<file path="config.mk">
export PLATFORM = sky130hd
export DESIGN_NAME = rpcsc_port_bank
export DESIGN_NICKNAME = d
export VERILOG_FILES = /design/src/common/rpcsc_pkg.sv /design/src/verilog/rpcsc_port_bank.sv /design/src/verilog/rpcsc_video_gate.sv
export SDC_FILE = /design/constraint.sdc
export NUM_CORES = 1
export LEC_CHECK = 0
export BUFFER_PORTS_ARGS = -buffer_cell sky130_fd_sc_hd__buf_2
export CAP_MARGIN = 25
export CORE_MARGIN = 5
export CORE_UTILIZATION = 40
export CTS_CLUSTER_SIZE = 28
export DETAILED_ROUTE_END_ITERATION = 12
export GPL_TIMING_DRIVEN = 0
export MAX_ROUTING_LAYER = met4
export PLACE_DENSITY_LB_ADDON = 0.15
export SYNTH_ARGS = -nofsm -noshare
export SYNTH_HDL_FRONTEND = slang
export SYNTH_SLANG_ARGS = --single-unit
</file>
<file path="constraint.sdc">
create_clock -name CLOCK_I -period 13.9 [get_ports CLOCK_I]
set_input_delay 1.39 -clock CLOCK_I [delete_from_list [all_inputs] [get_ports CLOCK_I]]
set_output_delay 1.39 -clock CLOCK_I [all_outputs]
set_load 0.005 [all_outputs]
</file>
<file path="src/common/rpcsc_pkg.sv">
`default_nettype none

package rpcsc_pkg;
	// ==========================================================
	// sizes
	localparam int unsigned NUM_PORTS = 4;
	localparam int unsigned PIX_W     = 10;
	localparam int unsigned LEN_W     = 16;
	localparam int unsigned FLG_W     = 4;
	localparam int unsigned THR_W     = 2;
	localparam int unsigned PACK_W    = 2;
	// ==========================================================
	// register offsets
	localparam logic [7:0] ADDR_PORT_SEL  = 8'h4c;
	localparam logic [7:0] ADDR_MAILBOX   = 8'h79;
	localparam logic [7:0] ADDR_ERR_FLAGS = 8'h7a;
	localparam logic [7:0] ADDR_ERR_COUNT = 8'h7b;
	localparam logic [7:0] ADDR_RAW_CFG   = 8'h7c;
	localparam logic [7:0] ADDR_PASS_CTL  = 8'h7d;
	// ==========================================================
	// reset values and count limit
	localparam logic [7:0] RST_MAILBOX  = 8'h01;
	localparam logic [7:0] RST_RAW_CFG  = 8'h20;
	localparam logic [7:0] RST_ZERO     = 8'h00;
	localparam logic [1:0] RST_PASS_THR = 2'h0;
	localparam logic [7:0] COUNT_MAX    = 8'hff;
	// ==========================================================
	// field positions
	localparam int unsigned FLG_LEN     = 3;
	localparam int unsigned FLG_CKSUM   = 2;
	localparam int unsigned FLG_ECC2    = 1;
	localparam int unsigned FLG_ECC1    = 0;
	localparam int unsigned CFG_PACK    = 6;
	localparam int unsigned CFG_T_PAR   = 5;
	localparam int unsigned CFG_T_LINE  = 4;
	localparam int unsigned CFG_T_FRAME = 3;
	localparam int unsigned CFG_AUTO    = 2;
	localparam int unsigned CFG_LV_SNS  = 1;
	localparam int unsigned CFG_FV_SNS  = 0;
	localparam int unsigned PASS_THR    = 0;
	// ==========================================================
	// types
	typedef enum logic [1:0] {
		PACK_NORMAL = 2'h0,
		PACK_RSVD   = 2'h1,
		PACK_UPPER  = 2'h2,
		PACK_LOWER  = 2'h3
	} rpcsc_pack_t;
	typedef enum logic [1:0] {GT_LEARN, GT_SKIP, GT_RUN} rpcsc_gate_st_t;
	// sense 1 means the pin is low while active
	function automatic logic act_level(input logic raw, input logic sense);
		return raw ^ sense;
	endfunction
endpackage

`default_nettype wire

</file>
<file path="src/verilog/rpcsc_port_bank.sv">
`timescale 1ns/1ps
`default_nettype none

// ==========================================================
// Operation
// - port select picks which copy is accessed
// - read/write mailbox byte, resets to one
// - length mismatch sets bit three, read clears
// - payload checksum error sets sticky bit two
// - uncorrected multi-bit header error sets bit one
// - corrected single-bit header error sets bit zero
// - count errored packets, cleared by read
// - raw10 packing: normal, upper, lower, reserved
// - parity error truncates frame when enabled
// - line size change truncates when enabled
// - frame size change truncates, waits threshold
// - auto polarity learns senses, drops one frame
// - otherwise use the two polarity bits
// - line valid sense one means active low
// - frame valid sense one means active low
// - pass after lock and threshold valid frames
module rpcsc_port_bank #(
	parameter int unsigned NUM_PORTS = rpcsc_pkg::NUM_PORTS,
	parameter int unsigned PIX_W     = rpcsc_pkg::PIX_W
) (
	input  wire logic                   CLOCK_I,
	input  wire logic                   RST_I,
	input  wire logic [7:0]             REG_ADDR_I,
	input  wire logic [7:0]             REG_WDATA_I,
	input  wire logic                   REG_WR_I,
	input  wire logic                   REG_RD_I,
	output logic      [7:0]             REG_RDATA_O,
	output logic                        REG_HIT_O,
	input  wire logic [NUM_PORTS-1:0]   RX_LOCK_I,
	input  wire logic [NUM_PORTS-1:0]   PKT_LEN_ERR_I,
	input  wire logic [NUM_PORTS-1:0]   PKT_PAYLOAD_CHECK_FAIL_FLAG_I,
	input  wire logic [NUM_PORTS-1:0]   PKT_HEADER_MULTIBIT_FAULT_FLAG_I,
	input  wire logic [NUM_PORTS-1:0]   PKT_HEADER_SINGLEBIT_FIXED_FLAG_I,
	input  wire logic [NUM_PORTS-1:0]   LINK_PAR_ERR_I,
	input  wire logic [NUM_PORTS-1:0]   RAW10_MODE_I,
	input  wire logic [NUM_PORTS-1:0]   LINE_VALID_I,
	input  wire logic [NUM_PORTS-1:0]   FRAME_VALID_I,
	input  wire logic [NUM_PORTS*PIX_W-1:0] PIXEL_I,
	output logic      [NUM_PORTS*PIX_W-1:0] PIXEL_O,
	output logic      [NUM_PORTS-1:0]   LINE_VALID_O,
	output logic      [NUM_PORTS-1:0]   FRAME_VALID_O,
	output logic      [NUM_PORTS-1:0]   PORT_PASS_O
);
	localparam int unsigned SEL_W = (NUM_PORTS > 1) ? $clog2(NUM_PORTS) : 1;
	localparam int unsigned FW    = rpcsc_pkg::FLG_W;
	localparam int unsigned TW    = rpcsc_pkg::THR_W;

	logic [SEL_W-1:0] sel_q, sel_d;
	logic [7:0]       mbox_q  [NUM_PORTS];
	logic [7:0]       mbox_d  [NUM_PORTS];
	logic [FW-1:0]    flags_q [NUM_PORTS];
	logic [FW-1:0]    flags_d [NUM_PORTS];
	logic [7:0]       count_q [NUM_PORTS];
	logic [7:0]       count_d [NUM_PORTS];
	logic [7:0]       cfg_q   [NUM_PORTS];
	logic [7:0]       cfg_d   [NUM_PORTS];
	logic [TW-1:0]    thr_q   [NUM_PORTS];
	logic [TW-1:0]    thr_d   [NUM_PORTS];
	logic [PIX_W-1:0] pix_d   [NUM_PORTS];
	logic [7:0]       rdata_d;
	logic             hit_d;

	// ==========================================================
	// helpers
	function automatic logic acc(input logic en, input logic [7:0] a, input logic [7:0] t);
		return en && (a == t);
	endfunction

	function automatic logic [7:0] sat_inc(input logic [7:0] v);
		return (v == rpcsc_pkg::COUNT_MAX) ? v : v + 8'h01;
	endfunction

	// reserved pack code falls back to plain 10-bit handling
	function automatic logic [PIX_W-1:0] pack_pix(
		input logic             raw10,
		input logic [1:0]       code,
		input logic [PIX_W-1:0] pix
	);
		logic [PIX_W-1:0] r;
		r = pix;
		if (raw10) begin
			case (rpcsc_pkg::rpcsc_pack_t'(code))
				rpcsc_pkg::PACK_UPPER: r = PIX_W'(pix[PIX_W-1 -: 8]);
				rpcsc_pkg::PACK_LOWER: r = PIX_W'(pix[7:0]);
				default:               r = pix;
			endcase
		end
		return r;
	endfunction

	// ==========================================================
	// register state
	always_comb begin
		logic own;
		logic [FW-1:0] ev;
		own = 1'b0;
		ev = '0;
		sel_d = sel_q;
		if (acc(REG_WR_I, REG_ADDR_I, rpcsc_pkg::ADDR_PORT_SEL)) begin
			sel_d = REG_WDATA_I[SEL_W-1:0];
		end
		for (int p = 0; p < NUM_PORTS; p++) begin
			own = (sel_q == SEL_W'(p));
			ev[rpcsc_pkg::FLG_LEN]   = PKT_LEN_ERR_I[p];
			ev[rpcsc_pkg::FLG_CKSUM] = PKT_PAYLOAD_CHECK_FAIL_FLAG_I[p];
			ev[rpcsc_pkg::FLG_ECC2]  = PKT_HEADER_MULTIBIT_FAULT_FLAG_I[p];
			ev[rpcsc_pkg::FLG_ECC1]  = PKT_HEADER_SINGLEBIT_FIXED_FLAG_I[p];
			mbox_d[p] = mbox_q[p];
			if (own && acc(REG_WR_I, REG_ADDR_I, rpcsc_pkg::ADDR_MAILBOX)) begin
				mbox_d[p] = REG_WDATA_I;
			end
			flags_d[p] = flags_q[p];
			if (own && acc(REG_RD_I, REG_ADDR_I, rpcsc_pkg::ADDR_ERR_FLAGS)) begin
				flags_d[p] = '0;
			end
			// set after clear so a same-cycle event survives
			flags_d[p] = flags_d[p] | ev;
			count_d[p] = count_q[p];
			if (own && acc(REG_RD_I, REG_ADDR_I, rpcsc_pkg::ADDR_ERR_COUNT)) begin
				count_d[p] = '0;
			end
			if (|ev) begin
				count_d[p] = sat_inc(count_d[p]);
			end
			cfg_d[p] = cfg_q[p];
			if (own && acc(REG_WR_I, REG_ADDR_I, rpcsc_pkg::ADDR_RAW_CFG)) begin
				cfg_d[p] = REG_WDATA_I;
			end
			thr_d[p] = thr_q[p];
			if (own && acc(REG_WR_I, REG_ADDR_I, rpcsc_pkg::ADDR_PASS_CTL)) begin
				thr_d[p] = REG_WDATA_I[rpcsc_pkg::PASS_THR +: TW];
			end
			pix_d[p] = pack_pix(RAW10_MODE_I[p], cfg_q[p][rpcsc_pkg::CFG_PACK +: 2],
				PIXEL_I[p*PIX_W +: PIX_W]);
		end
	end

	always_ff @(posedge CLOCK_I or posedge RST_I) begin
		if (RST_I) begin
			sel_q <= '0;
			for (int p = 0; p < NUM_PORTS; p++) begin
				mbox_q[p]  <= rpcsc_pkg::RST_MAILBOX;
				flags_q[p] <= '0;
				count_q[p] <= rpcsc_pkg::RST_ZERO;
				cfg_q[p]   <= rpcsc_pkg::RST_RAW_CFG;
				thr_q[p]   <= rpcsc_pkg::RST_PASS_THR;
				PIXEL_O[p*PIX_W +: PIX_W] <= '0;
			end
		end else begin
			sel_q <= sel_d;
			for (int p = 0; p < NUM_PORTS; p++) begin
				mbox_q[p]  <= mbox_d[p];
				flags_q[p] <= flags_d[p];
				count_q[p] <= count_d[p];
				cfg_q[p]   <= cfg_d[p];
				thr_q[p]   <= thr_d[p];
				PIXEL_O[p*PIX_W +: PIX_W] <= pix_d[p];
			end
		end
	end

	// ==========================================================
	// read path
	always_comb begin
		rdata_d = REG_RDATA_O;
		hit_d = 1'b0;
		if (REG_RD_I || REG_WR_I) begin
			hit_d = 1'b1;
			case (REG_ADDR_I)
				rpcsc_pkg::ADDR_PORT_SEL:  rdata_d = 8'(sel_q);
				rpcsc_pkg::ADDR_MAILBOX:   rdata_d = mbox_q[sel_q];
				rpcsc_pkg::ADDR_ERR_FLAGS: rdata_d = 8'(flags_q[sel_q]);
				rpcsc_pkg::ADDR_ERR_COUNT: rdata_d = count_q[sel_q];
				rpcsc_pkg::ADDR_RAW_CFG:   rdata_d = cfg_q[sel_q];
				rpcsc_pkg::ADDR_PASS_CTL:  rdata_d = 8'(thr_q[sel_q]);
				default: begin
					rdata_d = rpcsc_pkg::RST_ZERO;
					hit_d = 1'b0;
				end
			endcase
			// a write leaves the last read data in place
			if (!REG_RD_I) begin
				rdata_d = REG_RDATA_O;
			end
		end
	end

	always_ff @(posedge CLOCK_I or posedge RST_I) begin
		if (RST_I) begin
			REG_RDATA_O <= rpcsc_pkg::RST_ZERO;
			REG_HIT_O <= 1'b0;
		end else begin
			REG_RDATA_O <= rdata_d;
			REG_HIT_O <= hit_d;
		end
	end

	// ==========================================================
	// video gating per port
	for (genvar g = 0; g < NUM_PORTS; g++) begin : g_gate
		rpcsc_video_gate u_gate (
			.clk_i         (CLOCK_I),
			.rst_i         (RST_I),
			.lock_i        (RX_LOCK_I[g]),
			.par_err_i     (LINK_PAR_ERR_I[g]),
			.lv_raw_i      (LINE_VALID_I[g]),
			.fv_raw_i      (FRAME_VALID_I[g]),
			.trunc_par_i   (cfg_q[g][rpcsc_pkg::CFG_T_PAR]),
			.trunc_line_i  (cfg_q[g][rpcsc_pkg::CFG_T_LINE]),
			.trunc_frame_i (cfg_q[g][rpcsc_pkg::CFG_T_FRAME]),
			.auto_pol_i    (cfg_q[g][rpcsc_pkg::CFG_AUTO]),
			.lv_sense_i    (cfg_q[g][rpcsc_pkg::CFG_LV_SNS]),
			.fv_sense_i    (cfg_q[g][rpcsc_pkg::CFG_FV_SNS]),
			.pass_thr_i    (thr_q[g]),
			.lv_o          (LINE_VALID_O[g]),
			.fv_o          (FRAME_VALID_O[g]),
			.pass_o        (PORT_PASS_O[g])
		);
	end

	logic rd_f0, rd_c0;
	assign rd_f0 = REG_RD_I && REG_ADDR_I == rpcsc_pkg::ADDR_ERR_FLAGS && sel_q == '0;
	assign rd_c0 = REG_RD_I && REG_ADDR_I == rpcsc_pkg::ADDR_ERR_COUNT && sel_q == '0;
endmodule

`default_nettype wire

</file>
<file path="src/verilog/rpcsc_video_gate.sv">
`timescale 1ns/1ps
`default_nettype none

module rpcsc_video_gate (
	input  wire logic       clk_i,
	input  wire logic       rst_i,
	input  wire logic       lock_i,
	input  wire logic       par_err_i,
	input  wire logic       lv_raw_i,
	input  wire logic       fv_raw_i,
	input  wire logic       trunc_par_i,
	input  wire logic       trunc_line_i,
	input  wire logic       trunc_frame_i,
	input  wire logic       auto_pol_i,
	input  wire logic       lv_sense_i,
	input  wire logic       fv_sense_i,
	input  wire logic [1:0] pass_thr_i,
	output logic            lv_o,
	output logic            fv_o,
	output logic            pass_o
);
	localparam int unsigned LW = rpcsc_pkg::LEN_W;
	rpcsc_pkg::rpcsc_gate_st_t st_q, st_d;
	logic          lvs_q, lvs_d, fvs_q, fvs_d, auto_q;
	logic          lvp_q, fvp_q, drop_q, drop_d, hold_q, hold_d;
	logic          hlen_q, hlen_d, hlin_q, hlin_d, lv_d, fv_d, pass_d;
	logic [LW-1:0] len_q, len_d, plen_q, plen_d, lin_q, lin_d, plin_q, plin_d;
	logic [1:0]    fcnt_q, fcnt_d;
	logic          lv_a, fv_a, lv_r, lv_f, fv_r, fv_f, line_chg, frame_chg, bad;

	// ==========================================================
	// frame tracking
	always_comb begin
		lv_a = rpcsc_pkg::act_level(lv_raw_i, auto_pol_i ? lvs_q : lv_sense_i);
		fv_a = rpcsc_pkg::act_level(fv_raw_i, auto_pol_i ? fvs_q : fv_sense_i);
		lv_r = lv_a & ~lvp_q;
		lv_f = ~lv_a & lvp_q;
		fv_r = fv_a & ~fvp_q;
		fv_f = ~fv_a & fvp_q;
		st_d = st_q;
		lvs_d = lvs_q;
		fvs_d = fvs_q;
		len_d = lv_r ? LW'(1) : (lv_a ? len_q + LW'(1) : len_q);
		plen_d = plen_q;
		hlen_d = hlen_q;
		lin_d = lv_r ? lin_q + LW'(1) : lin_q;
		plin_d = plin_q;
		hlin_d = hlin_q;
		line_chg = lv_f & hlen_q & (len_q != plen_q);
		frame_chg = hlin_q & ((lv_r & (lin_q == plin_q)) | (fv_f & (lin_q != plin_q)));
		if (lv_f) begin
			plen_d = len_q;
			hlen_d = 1'b1;
		end
		if (fv_f) begin
			plin_d = lin_q;
			hlin_d = 1'b1;
			lin_d = '0;
		end
		bad = (par_err_i & trunc_par_i) | (line_chg & trunc_line_i)
		    | (frame_chg & trunc_frame_i);
		case (st_q)
			rpcsc_pkg::GT_LEARN: begin
				// idle level at lock is taken as the inactive level
				if (!auto_pol_i) begin
					st_d = rpcsc_pkg::GT_RUN;
				end else if (lock_i) begin
					lvs_d = lv_raw_i;
					fvs_d = fv_raw_i;
					st_d = rpcsc_pkg::GT_SKIP;
				end
			end
			rpcsc_pkg::GT_SKIP: begin
				// a whole frame with lines must pass before forwarding
				if (!auto_pol_i || (fv_f && lin_q != '0)) begin
					st_d = rpcsc_pkg::GT_RUN;
				end
			end
			rpcsc_pkg::GT_RUN: begin
				if (auto_pol_i && (!lock_i || !auto_q)) begin
					st_d = rpcsc_pkg::GT_LEARN;
				end
			end
			default: st_d = rpcsc_pkg::GT_LEARN;
		endcase
		drop_d = (drop_q & ~fv_r) | bad;
		fcnt_d = fcnt_q;
		if (fv_f && !drop_q && !bad && st_q == rpcsc_pkg::GT_RUN && fcnt_q < pass_thr_i) begin
			fcnt_d = fcnt_q + 2'h1;
		end
		hold_d = hold_q;
		if (frame_chg && trunc_frame_i) begin
			hold_d = 1'b1;
			fcnt_d = '0;
		end
		if (!lock_i) begin
			fcnt_d = '0;
		end
		pass_d = lock_i & ((pass_thr_i == '0) | (fcnt_d >= pass_thr_i));
		if (pass_d) begin
			hold_d = 1'b0;
		end
		fv_d = fv_a & ~drop_d & ~hold_d & (st_d == rpcsc_pkg::GT_RUN);
		lv_d = lv_a & fv_d;
	end

	always_ff @(posedge clk_i or posedge rst_i) begin
		if (rst_i) begin
			st_q <= rpcsc_pkg::GT_LEARN;
			{lvs_q, fvs_q, auto_q, lvp_q, fvp_q} <= '0;
			{drop_q, hold_q, hlen_q, hlin_q} <= '0;
			{lv_o, fv_o, pass_o} <= '0;
			{len_q, plen_q, lin_q, plin_q} <= '0;
			fcnt_q <= '0;
		end else begin
			st_q <= st_d;
			{lvs_q, fvs_q, auto_q, lvp_q, fvp_q} <= {lvs_d, fvs_d, auto_pol_i, lv_a, fv_a};
			{drop_q, hold_q, hlen_q, hlin_q} <= {drop_d, hold_d, hlen_d, hlin_d};
			{lv_o, fv_o, pass_o} <= {lv_d, fv_d, pass_d};
			{len_q, plen_q, lin_q, plin_q} <= {len_d, plen_d, lin_d, plin_d};
			fcnt_q <= fcnt_d;
		end
	end
endmodule

`default_nettype wire
</file>
==> impl_metrics.env <==
export IMPL_swShare=0.2750
export IMPL_muxShareOfSynthArea=0.1310
export IMPL_path_clk_slew_ns=0.05
export IMPL_slew_viol_final=0
export IMPL_dpl_cell_area_mm2=0.02660
export IMPL_port_buffers=154
export IMPL_yosys_area_top_type="dfrtp_1"
export IMPL_crit_arrival_ns=4.27
export IMPL_synth_seq_cells=491
export IMPL_internal_power_w=0.002630
export IMPL_p_switching_w=0.0009975
export IMPL_cts_sinks=491
export IMPL_gr_total_overflow=0
export IMPL_track_usage=0.1884
export IMPL_comb_power_share=0.142
export IMPL_cts_path_max_buffers=3
export IMPL_postCtsSetupRepairBufs=0
export IMPL_cts_made_buffers=56
export IMPL_ys_warn_count=0
export IMPL_antenna_left=0
export IMPL_final_min_clock_period_ns=3.832
export IMPL_synth_compound_area_share=0.07053
export IMPL_worstHoldPathType="reg2reg"
export IMPL_num_rows=90
export IMPL_crit_path_start_kind="input port"
export IMPL_grt_pass1_vias=18371
export IMPL_routabilityCongestion=0.8713
export IMPL_finalCritPeriodShare=0.2757
export IMPL_synth_simple_gate_area_frac=0.1777
export IMPL_cts_resized=0
export IMPL_holdPathStages=0
export IMPL_worstRegToRegCells=11
export IMPL_vias_per_cell=5.381
export IMPL_fill_cells=5650
export IMPL_seq_area_frac_synth=0.5005
export IMPL_outcome="finished clean"
export IMPL_grt_pass1_wl_mm=100.5
export IMPL_synthAdderAreaFrac=0.01426
export IMPL_clock_skew_ns=0.01577
export IMPL_grt_max_degree=43
export IMPL_path_max_fanout=9
export IMPL_drc_errors=0
export IMPL_rsz0062_at_grt="no"
export IMPL_cts_tree="built"
export IMPL_io_pins=157
export IMPL_dpl_hpwl_mm=44.85
export IMPL_synthToLayoutAreaGrowth_pct=15.83
export IMPL_power_frac_seq=0.455
export IMPL_regToRegStartpoint="cfg_q[18]$_DFFE_PP0P_"
export IMPL_multiInputGateArea_mm2=0.01151
export IMPL_hold_buffers=0
export IMPL_die_w_um=257.8
export IMPL_dp_cells=3226
export IMPL_fmax_mhz=261.0
export IMPL_synth_area_per_cell_um2=10.80
export IMPL_synth_xor_area_frac=0.07506
export IMPL_synth_top_family_by_area="simple AND/OR/NAND/NOR gates"
export IMPL_setup_viol=0
export IMPL_synth_area_leaders="dfrtp_1 (49%), mux2_2 (9.2%), xnor2_1 (4.4%)"
export IMPL_vdd_drop_max_uv=98.01
export IMPL_async_reset_ff_frac=1.000
export IMPL_maxCapViolCount=0
export IMPL_synth_top_area_share=0.4919
export IMPL_clkPwrFrac=0.404
export IMPL_routed_wl_mm=61.52
export IMPL_start_util=0.4056
export IMPL_finish_utilization=0.4698
export IMPL_htreeDepth=2
export IMPL_reg2reg_to="g_gate[1].u_gate.lv_o$_DFF_PP0_"
export IMPL_r2r_slack_ns=10.07
export IMPL_maxSlewHeadroom=0.3859
export IMPL_criticalPathCategory="in2reg"
export IMPL_synth_edff_count=0
export IMPL_drt_pass1_iter_count=5
export IMPL_finalSetupTns_ns=0
export IMPL_hp_start="cfg_q[18]$_DFFE_PP0P_"
export IMPL_p_leak_nw=12.88
export IMPL_powerDensity_mw_per_mm2=127.5
export IMPL_dieArea_mm2=0.06648
export IMPL_syn_inst=2276
export IMPL_core_area_mm2=0.06058
export IMPL_wl_per_cell_um=18.43
export IMPL_ctsRootBufferMaster="clkbuf_16"
export IMPL_holdPathEnd="g_gate[1].u_gate.auto_q$_DFF_PP0_"
export IMPL_vias=17961
export IMPL_drt_iter0_drc=1177
export IMPL_register_area_mm2=0.01230
export IMPL_synthesis_area_mm2=0.02457
export IMPL_antenna_found_initial=13
export IMPL_final_area_mm2=0.02846
export IMPL_syn_nets=2400
export IMPL_end_kind="flip-flop"
export IMPL_synth_ff_type="dfrtp_1"
export IMPL_final_cells=3338
export IMPL_worst_pin_slew_ns=0.8955
export IMPL_final_layout_size_suffix_gt1_frac=0.2180
export IMPL_layout_nets=2627
export IMPL_clock_latency_ns=0.61
export IMPL_ys_types=74
export IMPL_hold_viol=0
export IMPL_die_h_um=257.8
export IMPL_crit_required_ns=14.34
[worst max-delay path by stage]
stage / depth (start not counted) / slack, ns / from / end
finish: 11 / 10.07 / FRAME_VALID_I[1] / g_gate[1].u_gate.lv_o$_DFF_PP0_
global route: 11 / 9.75 / cfg_q[18]$_DFFE_PP0P_ / g_gate[1].u_gate.lv_o$_DFF_PP0_
CTS: 11 / 9.99 / cfg_q[18]$_DFFE_PP0P_ / g_gate[1].u_gate.lv_o$_DFF_PP0_
detailed placement: 11 / 9.37 / FRAME_VALID_I[1] / g_gate[1].u_gate.lv_o$_DFF_PP0_
global placement: 2 / 2.80 / RST_I / PIXEL_O[1]$_DFF_PP0_
floorplan: 1 / 5.86 / RST_I / PIXEL_O[0]$_DFF_PP0_
[metal layers]
layer | GRT usage | up-vias | wire length [um]
met3 | 0.04113 | 82 | 3105
met5 | - | - | 0
met2 | 0.3026 | 310 | 29410
li1 | - | 8583 | -
met4 | 0.04094 | 0 | 1194
met1 | 0.2487 | 8986 | 27810
[sequential cells by signal, indices dropped and copies added (netlist names), 8 cells and up]
register and count:
g_gate.u_gate.plin_q 64, g_gate.u_gate.st_q 8, cfg_q 32, count_q 32, REG_RDATA_O 8, PIXEL_O 40, thr_q 8, mbox_q 32
g_gate.u_gate.len_q 64, g_gate.u_gate.lin_q 64, g_gate.u_gate.fcnt_q 8, flags_q 16, g_gate.u_gate.plen_q 64
[final cells by class]
| class | count | area share |
|---|---|---|
| sequential | 491 | 0.4321 |
| timing repair buffer | 169 | 0.03684 |
| clock buffer | 92 | 0.06142 |
| tap | 782 | 0.03438 |
| antenna | 10 | 0.0008793 |
| inverter | 56 | 0.007518 |
| multi-input combinational | 1604 | 0.4045 |
| clock inverter | 9 | 0.002990 |
| buffer | 125 | 0.01939 |
[layout by cell type, fill, tap and decap left out, drive strengths merged, types with 23 or more instances in the layout]
cell type	instances
nand2	259
mux4	30
nand3	77
nor2	139
o21ai	82
clkbuf	173
mux2i	26
and2	32
inv	58
xnor2	123
nor4	66
xor2	85
buf	213
or3	31
ha	28
nor3	28
nand4	70
a21oi	56
nor4b	23
dfrtp	483
mux2	201
nand2b	23
[per-stage QoR]
| stage | worst slack, ns | hold WS (ns) | power [W] |
|---|---|---|---|
| 6_report | 10.07 | 0.3740 | 0.003627 |
| 3_3_place_gp | 2.796 | 0.3615 | 0.002167 |
| 3_5_place_dp | 9.375 | 0.3630 | 0.002188 |
| 4_1_cts | 9.986 | 0.3762 | 0.003677 |
| 2_1_floorplan | 5.858 | 0.3548 | 0.001999 |
| 5_1_grt | 9.752 | 0.3905 | 0.003808 |
[worst max-delay path: stages]
cell	delay (ns)
buf_2	0.12
and2_1	0.14
mux2i_1	0.67
nor2_1	0.14
mux2_2	0.34
a211oi_1	0.29
ha_1	0.19
o21ai_0	0.07
a21oi_1	0.29
o2111ai_1	0.19
nor4_1	0.43
[power by group through the flow]
stage	combinational (W)	sequential (W)	clock (W)
floorplan	0.000363	0.00164	0
CTS	0.000518	0.00165	0.00151
global placement	0.000496	0.00167	0
finish	0.000514	0.00165	0.00146
global route	0.000575	0.00166	0.00157
detailed placement	0.000516	0.00167	0
[cells in the mapped netlist (6+ instances only)]
master	number
a211oi_1	9
a21o_1	19
a21oi_1	56
a22o_1	8
a22oi_1	12
a31oi_1	10
and2_1	31
and3_1	22
and4_1	18
buf_1	11
buf_2	18
buf_4	16
clkbuf_1	80
dfrtp_1	483
dfstp_2	8
ha_1	28
inv_1	53
mux2_2	200
mux2i_1	24
mux4_2	30
nand2_1	258
nand2b_1	23
nand3_1	77
nand4_1	70
nand4b_1	7
nor2_1	139
nor2b_1	10
nor3_1	27
nor3b_1	6
nor4_1	64
nor4b_1	23
o211ai_1	16
o21ai_0	82
o31ai_1	10
or2_2	9
or3_1	31
or4_1	11
xnor2_1	123
xor2_1	82
[cells by family (layout without fill, tap and decap cells)]
kind of cell / count (synthesis) / after routing
compound gates: 268 / 268
xor+xnor: 208 / 208
simple gates: 843 / 843
buf+inv: 181 / 451
flops: 491 / 491
other cells: 0 / 10
mux: 257 / 257
fa+ha+maj: 28 / 28
Note: power is estimated with default switching activity, not from simulation.
